--- config.mk ---
export PLATFORM = sky130hd
export DESIGN_NAME = dic_supervisor
export DESIGN_NICKNAME = d
export VERILOG_FILES = /design/src/core/dic_pkg.sv /design/src/core/dic_cnt_if.sv /design/src/core/dic_sync.sv /design/src/core/dic_errcnt.sv /design/src/core/dic_supervisor.sv
export VERILOG_INCLUDE_DIRS = /design/src /design/src/core
export SDC_FILE = /design/constraint.sdc
export NUM_CORES = 1
export LEC_CHECK = 0
export BUFFER_PORTS_ARGS = -buffer_cell sky130_fd_sc_hd__buf_2
export CAP_MARGIN = 20
export CELL_PAD_IN_SITES_DETAIL_PLACEMENT = 0
export CELL_PAD_IN_SITES_GLOBAL_PLACEMENT = 1
export CORE_ASPECT_RATIO = 2
export CORE_UTILIZATION = 46
export CTS_CLUSTER_SIZE = 28
export DETAILED_ROUTE_END_ITERATION = 8
export PLACE_DENSITY = 0.84
export RECOVER_POWER = 100
export SYNTH_ARGS = -nofsm -noshare
export SYNTH_HDL_FRONTEND = slang
export SYNTH_SLANG_ARGS = --single-unit
--- constraint.sdc ---
create_clock -name sys_clk -period 5.1 [get_ports sys_clk]
set_clock_uncertainty 0.15 [all_clocks]
set_input_delay 0.765 -clock sys_clk [delete_from_list [all_inputs] [get_ports sys_clk]]
set_output_delay 0.765 -clock sys_clk [all_outputs]
set_load 0.01 [all_outputs]
--- src/core/dic_consts.svh ---
// Behaviour
// - Reference is XLR, coax, internal 48k or 44.1k.
// - Internal reference selected disables the digital input.
// - Locked external input reports rate and pro/consumer format.
// - Lost lock or non-audio mutes, falls back internally.
// - Fallback keeps retrying and returns once lock confirmed.
// - Rate beyond four percent raises error and mutes.
// - Non-audio stream flags error and mutes while present.
// - Lost lock raises error and mutes while lost.
// - Fallback also raises a separate user error indication.
// - Input monitor updates live, even on internal reference.
// - Monitor shows emphasis; pro covers both emphasis codes.
// - Monitor shows lock lost and substituted internal rate.
// - Each error type counted separately, saturating with overflow.
// - Counts clear at reset, relock and external reselect.
`ifndef DIC_CONSTS_SVH
`define DIC_CONSTS_SVH

// Register byte addresses, one aligned word each.
`define DIC_A_CTRL 8'h00
`define DIC_A_STAT 8'h04
`define DIC_A_IRQ_ST 8'h08
`define DIC_A_IRQ_CLR 8'h0C
`define DIC_A_IRQ_EN 8'h10
`define DIC_A_CNT_LOCK 8'h14
`define DIC_A_CNT_RANGE 8'h18
`define DIC_A_CNT_NONAUD 8'h1C

// Reference selection codes held in the control register.
`define DIC_REF_XLR 2'h0
`define DIC_REF_COAX 2'h1
`define DIC_REF_INT48 2'h2
`define DIC_REF_INT44 2'h3
`define DIC_REF_RESET 2'h2
`define DIC_CTRL_DISMISS 8

// Live status register fields.
`define DIC_ST_LOCKED 0
`define DIC_ST_FALLBACK 1
`define DIC_ST_PRO 2
`define DIC_ST_EMPH 3
`define DIC_ST_RATE44 4
`define DIC_ST_MUTED 5
`define DIC_ST_IN44 6
`define DIC_ST_IN48 7
`define DIC_ST_PER_LSB 16

// Event bits shared by the interrupt registers and the counters.
`define DIC_EV_LOCK 0
`define DIC_EV_RANGE 1
`define DIC_EV_NONAUD 2
`define DIC_EV_RELOCK 3
`define DIC_CNT_OVF 15

// Emphasis codes: pro field of three bits, consumer flag bit.
`define DIC_EMPH_PRO_5015 3'h6
`define DIC_EMPH_PRO_CCITT 3'h7
`define DIC_EMPH_CNS_BIT 0

// Timing: clock rate, nominal rates, tolerance in percent.
`define DIC_SYS_HZ 25000000
`define DIC_FS48_HZ 48000
`define DIC_FS44_HZ 44100
`define DIC_TOL_PCT 4
`define DIC_CNT_MAX 9999
`define DIC_LOCK_FRAMES 8

`endif

--- src/core/dic_pkg.sv ---
package dic_pkg;
  // Supervisor states: internal reference, acquiring, locked.
  typedef enum logic [1:0] {
    DIC_S_INT,
    DIC_S_ACQ,
    DIC_S_LOCK
  } dic_state_t;
endpackage : dic_pkg

--- src/core/dic_cnt_if.sv ---
// Event, clear and value of one saturating error counter.
interface dic_cnt_if;
  logic clr;
  logic evt;
  logic [13:0] count;
  logic ovf;
  modport ctl (output clr, output evt, input count, input ovf);
  modport cnt (input clr, input evt, output count, output ovf);
endinterface : dic_cnt_if

--- src/core/dic_sync.sv ---
module dic_sync #(
  parameter int W = 1
) (
  input wire logic sys_clk,
  input wire logic rst_n,
  input wire logic [W-1:0] d,
  output logic [W-1:0] q
);
  logic [W-1:0] meta_q;

  // Two stages; only the second stage is visible to logic.
  always_ff @(posedge sys_clk) begin
    if (!rst_n) begin
      meta_q <= '0;
      q <= '0;
    end else begin
      meta_q <= d;
      q <= meta_q;
    end
  end
endmodule : dic_sync

--- src/core/dic_errcnt.sv ---
`include "dic_consts.svh"
module dic_errcnt #(
  parameter logic [13:0] MAX = 14'(`DIC_CNT_MAX)
) (
  input wire logic sys_clk,
  input wire logic rst_n,
  dic_cnt_if.cnt port
);
  // Count stops at the maximum; further events only raise overflow.
  always_ff @(posedge sys_clk) begin
    if (!rst_n || port.clr) begin
      port.count <= '0;
      port.ovf <= 1'b0;
    end else if (port.evt) begin
      if (port.count == MAX) begin
        port.ovf <= 1'b1;
      end else begin
        port.count <= port.count + 14'h0001;
      end
    end
  end
endmodule : dic_errcnt

--- src/core/dic_supervisor.sv ---
// The strobed register port and the register addresses were chosen for this implementation.
`include "dic_consts.svh"
module dic_supervisor
  import dic_pkg::*;
#(
  parameter int LOCK_FRAMES = `DIC_LOCK_FRAMES
) (
  input wire logic sys_clk,
  input wire logic rst_n,
  input wire logic [7:0] reg_addr,
  input wire logic [31:0] reg_wdata,
  input wire logic reg_wr,
  input wire logic reg_rd,
  output logic [31:0] reg_rdata,
  input wire logic rx_clk,
  input wire logic rx_fsync,
  input wire logic rx_nonaudio,
  input wire logic rx_pro,
  input wire logic [2:0] rx_emph_code,
  output logic clk_use_ext,
  output logic int_rate_44k,
  output logic coax_sel,
  output logic dig_in_en,
  output logic dig_in_mute,
  output logic err_ind,
  output logic irq
);

  //////////////////////////////////////////////////////////////////////////
  // Frame period limits in system clock cycles.

  localparam int P48 = `DIC_SYS_HZ / `DIC_FS48_HZ;
  localparam int P44 = `DIC_SYS_HZ / `DIC_FS44_HZ;
  localparam logic [11:0] LO48 = 12'((P48 * (100 - `DIC_TOL_PCT)) / 100);
  localparam logic [11:0] HI48 = 12'((P48 * (100 + `DIC_TOL_PCT)) / 100);
  localparam logic [11:0] LO44 = 12'((P44 * (100 - `DIC_TOL_PCT)) / 100);
  localparam logic [11:0] HI44 = 12'((P44 * (100 + `DIC_TOL_PCT)) / 100);
  // Two slow frames without a frame mark means the source is gone.
  localparam logic [11:0] TIMEOUT = 12'(2 * P44);
  localparam logic [3:0] STAB_LAST = 4'(LOCK_FRAMES - 1);

  //////////////////////////////////////////////////////////////////////////
  // Link pin synchronisation and edge detection.

  logic [6:0] pin_s;
  logic rxclk_s;
  logic fsync_s;
  logic nonaud_s;
  logic pro_s;
  logic [2:0] emph_s;
  logic rxclk_prev_q;
  logic fsync_prev_q;
  logic rx_edge;
  logic fs_edge;

  dic_sync #(.W(7)) u_sync (
    .sys_clk(sys_clk),
    .rst_n(rst_n),
    .d({rx_clk, rx_fsync, rx_nonaudio, rx_pro, rx_emph_code}),
    .q(pin_s)
  );

  assign {rxclk_s, fsync_s, nonaud_s, pro_s, emph_s} = pin_s;

  // The link clock is only sampled, so its rising edge is a one-cycle pulse.
  always_ff @(posedge sys_clk) begin
    if (!rst_n) begin
      rxclk_prev_q <= 1'b0;
    end else begin
      rxclk_prev_q <= rxclk_s;
    end
  end

  assign rx_edge = rxclk_s & ~rxclk_prev_q;

  // Frame mark is taken on link clock edges so glitches between bits are ignored.
  always_ff @(posedge sys_clk) begin
    if (!rst_n) begin
      fsync_prev_q <= 1'b0;
    end else if (rx_edge) begin
      fsync_prev_q <= fsync_s;
    end
  end

  assign fs_edge = rx_edge & fsync_s & ~fsync_prev_q;

  //////////////////////////////////////////////////////////////////////////
  // Frame period measurement and rate classification.

  logic [11:0] per_cnt_q;
  logic [11:0] per_meas_q;
  logic have_ref_q;
  logic timeout;
  logic in48;
  logic in44;
  logic rate_ok;
  logic good_frame;
  logic bad_frame;

  assign timeout = (per_cnt_q >= TIMEOUT);
  assign in48 = (per_cnt_q >= LO48) && (per_cnt_q <= HI48);
  assign in44 = (per_cnt_q >= LO44) && (per_cnt_q <= HI44);
  assign rate_ok = in48 | in44;
  assign good_frame = fs_edge & have_ref_q & rate_ok & ~nonaud_s;
  assign bad_frame = fs_edge & have_ref_q & ~good_frame;

  // Counter saturates at the timeout so a dead link holds it there.
  always_ff @(posedge sys_clk) begin
    if (!rst_n) begin
      per_cnt_q <= 12'h000;
      per_meas_q <= 12'h000;
      have_ref_q <= 1'b0;
    end else if (fs_edge) begin
      per_cnt_q <= 12'h001;
      per_meas_q <= have_ref_q ? per_cnt_q : 12'h000;
      have_ref_q <= 1'b1;
    end else if (timeout) begin
      per_meas_q <= 12'h000;
      have_ref_q <= 1'b0;
    end else begin
      per_cnt_q <= per_cnt_q + 12'h001;
    end
  end

  //////////////////////////////////////////////////////////////////////////
  // Live input monitor, kept up even on the internal reference.

  logic pro_q;
  logic emph_q;
  logic nonaud_q;
  logic range_bad_q;
  logic meas44_q;
  logic meas48_q;
  logic emph_now;

  // Pro streams count either emphasis code as emphasis present.
  assign emph_now = pro_s ?
    ((emph_s == `DIC_EMPH_PRO_5015) || (emph_s == `DIC_EMPH_PRO_CCITT)) :
    emph_s[`DIC_EMPH_CNS_BIT];

  always_ff @(posedge sys_clk) begin
    if (!rst_n) begin
      pro_q <= 1'b0;
      emph_q <= 1'b0;
      nonaud_q <= 1'b0;
      meas44_q <= 1'b0;
      meas48_q <= 1'b0;
    end else if (fs_edge) begin
      pro_q <= pro_s;
      emph_q <= emph_now;
      nonaud_q <= nonaud_s;
      meas44_q <= have_ref_q & in44;
      meas48_q <= have_ref_q & in48;
    end else if (timeout) begin
      nonaud_q <= 1'b0;
      meas44_q <= 1'b0;
      meas48_q <= 1'b0;
    end
  end

  // Rate_tolerance_error stays until a frame of good length arrives or the link times out.
  always_ff @(posedge sys_clk) begin
    if (!rst_n) begin
      range_bad_q <= 1'b0;
    end else if (fs_edge && have_ref_q) begin
      range_bad_q <= ~rate_ok;
    end else if (timeout) begin
      range_bad_q <= 1'b0;
    end
  end

  //////////////////////////////////////////////////////////////////////////
  // Register writes: reference selection and dismiss.

  logic [1:0] ref_sel_q;
  logic ctrl_wr;
  logic ref_ext;
  logic reselect;
  logic dismiss;

  assign ctrl_wr = reg_wr && (reg_addr == `DIC_A_CTRL);
  assign ref_ext = (ref_sel_q == `DIC_REF_XLR) ||
                   (ref_sel_q == `DIC_REF_COAX);
  assign reselect = ctrl_wr && ((reg_wdata[1:0] == `DIC_REF_XLR) ||
                                (reg_wdata[1:0] == `DIC_REF_COAX));
  assign dismiss = ctrl_wr && reg_wdata[`DIC_CTRL_DISMISS];

  always_ff @(posedge sys_clk) begin
    if (!rst_n) begin
      ref_sel_q <= `DIC_REF_RESET;
    end else if (ctrl_wr) begin
      ref_sel_q <= reg_wdata[1:0];
    end
  end

  //////////////////////////////////////////////////////////////////////////
  // Reference state machine with fallback and automatic relock.

  dic_state_t state_q;
  logic [3:0] stab_q;
  logic lock_loss;
  logic relock;

  // Loss of lock is a timeout or a non-audio frame while locked.
  assign lock_loss = (state_q == DIC_S_LOCK) &&
                     (timeout || (fs_edge && nonaud_s));
  assign relock = (state_q == DIC_S_ACQ) && good_frame &&
                  (stab_q == STAB_LAST);

  always_ff @(posedge sys_clk) begin
    if (!rst_n) begin
      state_q <= DIC_S_INT;
    end else if (ctrl_wr) begin
      state_q <= reselect ? DIC_S_ACQ : DIC_S_INT;
    end else begin
      unique case (state_q)
        DIC_S_INT: state_q <= DIC_S_INT;
        DIC_S_ACQ: if (relock) state_q <= DIC_S_LOCK;
        DIC_S_LOCK: if (lock_loss) state_q <= DIC_S_ACQ;
      endcase
    end
  end

  // Any bad or missing frame restarts the count of stable frames.
  always_ff @(posedge sys_clk) begin
    if (!rst_n || state_q != DIC_S_ACQ || ctrl_wr) begin
      stab_q <= 4'h0;
    end else if (bad_frame || timeout || relock) begin
      stab_q <= 4'h0;
    end else if (good_frame) begin
      stab_q <= stab_q + 4'h1;
    end
  end

  // Rate in use: the chosen internal one, else the last valid external.
  logic rate44_q;
  always_ff @(posedge sys_clk) begin
    if (!rst_n) begin
      rate44_q <= 1'b0;
    end else if (!ref_ext) begin
      rate44_q <= (ref_sel_q == `DIC_REF_INT44);
    end else if (state_q == DIC_S_LOCK && good_frame) begin
      rate44_q <= in44;
    end
  end

  //////////////////////////////////////////////////////////////////////////
  // Events, error counters and the user error indication.

  logic [3:0] evt;
  logic range_prev_q;
  logic nonaud_prev_q;

  always_ff @(posedge sys_clk) begin
    if (!rst_n) begin
      range_prev_q <= 1'b0;
      nonaud_prev_q <= 1'b0;
    end else begin
      range_prev_q <= range_bad_q;
      nonaud_prev_q <= nonaud_q;
    end
  end

  assign evt[`DIC_EV_LOCK] = lock_loss & timeout;
  assign evt[`DIC_EV_RANGE] = ref_ext & range_bad_q & ~range_prev_q;
  assign evt[`DIC_EV_NONAUD] = ref_ext & nonaud_q & ~nonaud_prev_q;
  assign evt[`DIC_EV_RELOCK] = relock;

  logic cnt_clr;
  logic [15:0] cnt_word [0:2];
  assign cnt_clr = relock | reselect;

  for (genvar i = 0; i < 3; i++) begin : g_cnt
    dic_cnt_if cif ();
    assign cif.clr = cnt_clr;
    assign cif.evt = evt[i];
    assign cnt_word[i] = {cif.ovf, 1'b0, cif.count};
    dic_errcnt u_cnt (
      .sys_clk(sys_clk),
      .rst_n(rst_n),
      .port(cif.cnt)
    );
  end

  // The message stays until dismissed, even after the input recovers.
  always_ff @(posedge sys_clk) begin
    if (!rst_n) begin
      err_ind <= 1'b0;
    end else if (lock_loss || evt[`DIC_EV_RANGE]) begin
      err_ind <= 1'b1;
    end else if (dismiss) begin
      err_ind <= 1'b0;
    end
  end

  //////////////////////////////////////////////////////////////////////////
  // Interrupt status, enable and clear.

  logic [3:0] irq_st_q;
  logic [3:0] irq_en_q;
  logic [3:0] irq_clr;

  assign irq_clr = (reg_wr && reg_addr == `DIC_A_IRQ_CLR) ?
                   reg_wdata[3:0] : 4'h0;

  // Set wins over clear so an event in the clearing cycle survives.
  always_ff @(posedge sys_clk) begin
    if (!rst_n) begin
      irq_st_q <= 4'h0;
    end else begin
      irq_st_q <= (irq_st_q & ~irq_clr) | evt;
    end
  end

  always_ff @(posedge sys_clk) begin
    if (!rst_n) begin
      irq_en_q <= 4'h0;
    end else if (reg_wr && reg_addr == `DIC_A_IRQ_EN) begin
      irq_en_q <= reg_wdata[3:0];
    end
  end

  assign irq = |(irq_st_q & irq_en_q);

  //////////////////////////////////////////////////////////////////////////
  // Outputs toward the audio path and the clock generator.

  assign clk_use_ext = (state_q == DIC_S_LOCK);
  assign int_rate_44k = rate44_q;
  assign coax_sel = (ref_sel_q == `DIC_REF_COAX);
  assign dig_in_en = ref_ext;
  // Muted whenever not locked, rate_tolerance_error or carrying non-audio data.
  assign dig_in_mute = (state_q != DIC_S_LOCK) | range_bad_q |
                       nonaud_q;

  //////////////////////////////////////////////////////////////////////////
  // Register read port: data in the cycle after the strobe.

  logic [31:0] stat_word;
  logic [31:0] rd_d;

  always_comb begin
    stat_word = 32'h0000_0000;
    stat_word[`DIC_ST_LOCKED] = (state_q == DIC_S_LOCK);
    stat_word[`DIC_ST_FALLBACK] = (state_q == DIC_S_ACQ);
    stat_word[`DIC_ST_PRO] = pro_q;
    stat_word[`DIC_ST_EMPH] = emph_q;
    stat_word[`DIC_ST_RATE44] = rate44_q;
    stat_word[`DIC_ST_MUTED] = dig_in_mute;
    stat_word[`DIC_ST_IN44] = meas44_q;
    stat_word[`DIC_ST_IN48] = meas48_q;
    stat_word[`DIC_ST_PER_LSB +: 12] = per_meas_q;
  end

  always_comb begin
    unique case (reg_addr)
      `DIC_A_CTRL: rd_d = {30'h0, ref_sel_q};
      `DIC_A_STAT: rd_d = stat_word;
      `DIC_A_IRQ_ST: rd_d = {28'h0, irq_st_q};
      `DIC_A_IRQ_EN: rd_d = {28'h0, irq_en_q};
      `DIC_A_CNT_LOCK: rd_d = {16'h0, cnt_word[`DIC_EV_LOCK]};
      `DIC_A_CNT_RANGE: rd_d = {16'h0, cnt_word[`DIC_EV_RANGE]};
      `DIC_A_CNT_NONAUD: rd_d = {16'h0, cnt_word[`DIC_EV_NONAUD]};
      default: rd_d = 32'h0000_0000;
    endcase
  end

  // Read data stand for one cycle only and are zero otherwise.
  always_ff @(posedge sys_clk) begin
    if (!rst_n) begin
      reg_rdata <= 32'h0000_0000;
    end else begin
      reg_rdata <= reg_rd ? rd_d : 32'h0000_0000;
    end
  end

endmodule : dic_supervisor

Word level (Yosys, flattened, before mapping)
Index checks and enable logic that the tools add are counted.
W data, S select, Z words.

storage, ports and cells
  register bits after elaboration = 144
  word-level logic and storage cells = 162
  input bits = 51

cells by class
  multiplexer cells = 23
  reductions and logical operators = 42
  order comparisons = 5
  eq/ne operators = 24
  bitwise operators = 33
  add/sub/neg operators = 5

operators with widths
  operator                 number
  $pmux W28 S7             1
  $add A14 B1 Y14 const B  3
  $eq A14 B14 Y1 const B   3
  $mux W12                 3
  $eq A8 B5 Y1 const B     4
  $le A12 B10 Y1 const B   2
  $eq A8 B4 Y1 const B     2
  $reduce_and A2 Y1        8
  $and A1 B1 Y1            14
  $mux W1                  14
  $logic_and A1 B1 Y1      13
  $add A12 B1 Y12 const B  1
  $ge A12 B10 Y1 const B   1
  $ge A12 B11 Y1 const B   1
  $ge A12 B9 Y1 const B    1
  $not A1 Y1               11
  $logic_or A1 B1 Y1       10
  $and A4 B4 Y4            2
  $eq A8 B3 Y1 const B     1
  $logic_not A8 Y1         1
  $eq A2 B1 Y1 const B     3
  $eq A3 B3 Y1 const B     2
  $logic_not A2 Y1         3
  $mux W2                  3
  16 further kinds         25

Logic depth before layout (Yosys ltp)
  word-level depth = 12
  gate-level depth with buffers = 8
  depth with buffers taken out = 7

Modules after synthesis
Synthesis repeated with hierarchy kept, for this count alone.

second synthesis, totals
  cell total of the unflattened synthesis = 678
  area, all modules = 6099.6 um2

by module, submodules not included
  module          instances  area each (um2)  cells each  sequential area each (um2)
  dic_supervisor  1          3485.8           373         1601.5
  dic_errcnt      3          740.7            92          300.3
  dic_sync        1          391.6            29          280.3

Worst setup path after synthesis
No wires, ideal clock.

  path type = input-to-reg
  start = input reg_addr[4]
  end = register irq_st_q[2]
  setup time = 0.115 ns
  stages = 6
  slack = 2.747 ns
  arrival = 2.089 ns
  path buffers = 1
  path through = clkbuf_1 > nor4_1 > nand2_1 > or3_1 > o21a_1 > o21a_1

on the way
  longest elaborated chain between the ends = 6

ends and longest elaborated chain
  what                                  RTL line               RTL
  start, declared                       dic_supervisor.sv:10   input wire logic [7:0] reg_addr,
  $eq A8 B4 Y1 (no source line)         --
  $logic_and A1 B1 Y1 (no source line)  --
  $mux W4                               dic_supervisor.sv:303  assign irq_clr = (reg_wr && reg_addr == `DIC_A_IRQ_CLR) ?
  $not A4 Y4                            dic_supervisor.sv:311  irq_st_q <= (irq_st_q & ~irq_clr) | evt;
  $and A4 B4 Y4                         dic_supervisor.sv:311
  $or A4 B4 Y4                          dic_supervisor.sv:311
  end signal, assigned                  dic_supervisor.sv:311
  end, declared                         dic_supervisor.sv:299  logic [3:0] irq_st_q;

No other way between the ends.
A chain may end at the register's enable or synchronous reset.

Worst setup path after layout
  start = input rst_n
  end = register g_cnt[0].u_cnt.port.count[1]

on the way
  longest elaborated chain between the ends = 2

ends and longest elaborated chain
  what                  RTL line             RTL
  start, declared       dic_supervisor.sv:9  input wire logic rst_n,
  $logic_not A1 Y1      --
  $logic_or A1 B1 Y1    dic_errcnt.sv:11     if (!rst_n || port.clr) begin
  end signal, assigned  dic_errcnt.sv:18     port.count <= port.count + 14'h0001;
  end, declared         dic_cnt_if.sv:8      modport cnt (input clr, input evt, output count, output ovf);

No other way between the ends.

==> flow_metrics.env <==
export IMPL_worst_slew_pin_slew_ns=1.115
export IMPL_ys_top_cells_by_area="dfxtp_1 (47%), nor2_1 (6.1%), xnor2_1 (4.3%)"
export IMPL_post_cts_setup_buffer_count=0
export IMPL_clkTransAtPathRegs_ns=0.06
export IMPL_final_nets=760
export IMPL_syn_area_mm2=0.005939
export IMPL_num_vias=4873
export IMPL_synth_cell_types=69
export IMPL_grt_pass1_vias=4905
export IMPL_design_core_area_mm2=0.01255
export IMPL_async_flop_share_pct=0
export IMPL_wl_per_cell_um=16.99
export IMPL_ir_worst_vdd_v=0.0002208
export IMPL_drv_slew=0
export IMPL_synth_edff_count=0
export IMPL_cts_tree="built"
export IMPL_place_area_mm2=0.006264
export IMPL_wl_met2_mm=8.027
export IMPL_r2r_setup_slack_ns=2.10
export IMPL_critical_path_endpoint_type="register"
export IMPL_wirelength_mm=14.71
export IMPL_grt_max_degree=46
export IMPL_grt_overflow=0
export IMPL_max_freq_ghz=0.3129
export IMPL_reg2reg_to="g_cnt[0].u_cnt.port.count[9]"
export IMPL_hold_ws_ns=0.2829
export IMPL_synth_cells=653
export IMPL_antenna_found_initial=0
export IMPL_start_util_pct=47.31
export IMPL_cpMostUsedCell="clkbuf_1"
export IMPL_hold_violations=0
export IMPL_cp_arrival_ns=3.37
export IMPL_row_count=58
export IMPL_grt_first_pass_wirelength_mm=23.88
export IMPL_p_leak_nw=2.449
export IMPL_drtAntennaViolNets=0
export IMPL_design_die_area_mm2=0.01340
export IMPL_track_usage_pct=24.18
export IMPL_drt_initial_drc_count=317
export IMPL_setup_tns_final_ns=0
export IMPL_synth_most_common_cell="dfxtp_1"
export IMPL_ios=90
export IMPL_dr_wl_met3_um=590
export IMPL_status="completed"
export IMPL_die_y_um=162.7
export IMPL_slowest_delay_ns=0.94
export IMPL_fin_ws_ns=1.905
export IMPL_drive_gt1_share_pct=9.637
export IMPL_final_util_pct=54.43
export IMPL_synth_commonest_cells="dfxtp_1 (139), nor2_1 (97), nand2_1 (47)"
export IMPL_synth_area_leader_cell="dfxtp_1"
export IMPL_fill_cells=1201
export IMPL_fin_cells=866
export IMPL_crit_buf_inv=2
export IMPL_yosys_warnings=0
export IMPL_ys_seq_area_share_pct=46.85
export IMPL_drt_met1_wl_mm=5.319
export IMPL_postCtsHoldBufs=0
export IMPL_die_w_um=82.35
export IMPL_htreeDepth=4
export IMPL_drc=0
export IMPL_cts_sinks=139
export IMPL_ys_flop_type="dfxtp_1"
export IMPL_clock_latency_ns=0.42
export IMPL_avgSynthCellArea_um2=9.096
export IMPL_cp_cell_sequence="clkbuf_1, clkbuf_1, nand3b_2, a21oi_1"
export IMPL_cts_resized=0
export IMPL_total_power_mw=2.465
export IMPL_critical_path_required_ns=5.27
export IMPL_antenna_diode_count=0
export IMPL_via_per_inst=5.627
export IMPL_min_to="u_sync.q[2]"
export IMPL_fin_crit_ns=3.195
export IMPL_min_from="u_sync.meta_q[2]"
export IMPL_cts_max_path_buffers=2
export IMPL_syn_to_final_growth_pct=15.06
export IMPL_startpoint_type="input port"
export IMPL_setup_viol_count_final=0
export IMPL_power_density_mw_per_mm2=360.8
export IMPL_hp_class="register to register"
export IMPL_dp_hpwl_mm=10.92
export IMPL_min_path_cells=1
export IMPL_grt_setup_unrepaired="no"
export IMPL_placed_cells=832
export IMPL_cts_made_buffers=17
export IMPL_critical_path_top_delay_family="buffers and inverters"
export IMPL_worst_path_max_fanout=45
export IMPL_cpMaxStageDelayCell="nand3b_2"
export IMPL_maxSlewHeadroom_pct=25.67
export IMPL_pre_cts_ws_ns=1.980
export IMPL_period_share_pct=62.66
export IMPL_portBuffers=57
export IMPL_firstDrtPassIters=5
export IMPL_cts_root_buf="clkbuf_16"
export IMPL_max_cap_violations=0
export IMPL_fin_area_mm2=0.006834
export IMPL_r2r_start="rxclk_prev_q"
export IMPL_worstRegToRegCells=6
export IMPL_ys_ff_latch=139
export IMPL_path_class="input port to register"
export IMPL_yosysTopAreaCellShare_pct=46.85
export IMPL_gp_congestion=0.9465
export IMPL_top_layer="met4"
==> metal layers <==
metal / track usage, % / vias to the layer above
li1: - / 2363
met3: 6.555 / 48
met1: 24.00 / 2300
met2: 42.82 / 162
met4: 14.75 / 0
met5: 0 / -
==> cells in the final DEF, fill, tap and decap left out, drive strengths merged, types with 17 or more instances in the layout <==
cell / instances
dfxtp: 139
a21oi: 27
nor2: 97
and2: 35
buf: 23
nand2: 47
nand3: 20
xor2: 17
clkbuf: 60
xnor2: 31
==> worst max path at each step <==
| stage | startpoint | to | cells past startpoint |
|---|---|---|---|
| 2_1_floorplan | reg_addr[4] | irq_st_q[2] | 6 |
| 3_3_place_gp | reg_addr[4] | g_cnt[2].u_cnt.port.count[12] | 6 |
| 3_5_place_dp | reg_addr[4] | g_cnt[0].u_cnt.port.count[0] | 6 |
| 4_1_cts | per_cnt_q[0] | g_cnt[0].u_cnt.port.count[1] | 7 |
| 5_1_grt | rst_n | g_cnt[0].u_cnt.port.count[1] | 4 |
| 6_report | rst_n | g_cnt[0].u_cnt.port.count[1] | 4 |
==> registers in the layout (all words and copies together), names as in the netlist, 2 cells and up <==
name,count
g_cnt.u_cnt.port.count,42
reg_rdata,27
per_cnt_q,12
per_meas_q,12
u_sync.meta_q,7
u_sync.q,7
irq_en_q,4
irq_st_q,4
stab_q,4
g_cnt.u_cnt.port.ovf,3
ref_sel_q,2
state_q,2
==> cell families after synthesis <==
family	share of synthesized area, %
buffers and inverters	4.150
adder cells (fa/ha/maj)	1.264
multiplexers	0.8427
XOR/XNOR	7.331
AO/OA/AOI/OAI	12.96
other	0.06314
flip-flops	46.85
AND/OR/NAND/NOR	26.54
==> layout make-up <==
class                           count  area, µm²  area share, %
Multi-Input combinational cell    467       2898          42.40
Sequential cell                   139       2783          40.72
Clock buffer                       21      470.5          6.884
Timing Repair Buffer               62      269.0          3.936
Tap cell                          150      187.7          2.746
Clock inverter                     11      166.4          2.435
Inverter                           16      60.06         0.8788
==> report_power, final <==
| part | total [mW] | switching, mW | internal [mW] | leakage, nW |
|---|---|---|---|---|
| Clock | 1.31 | 0.458 | 0.855 | 0.305 |
| Sequential | 1.10 | 0.00607 | 1.09 | 1.12 |
| Combinational | 0.0525 | 0.0344 | 0.0181 | 1.02 |
| Total | 2.47 | 0.498 | 1.97 | 2.45 |
No activity file was read; power rests on OpenSTA's default activity.
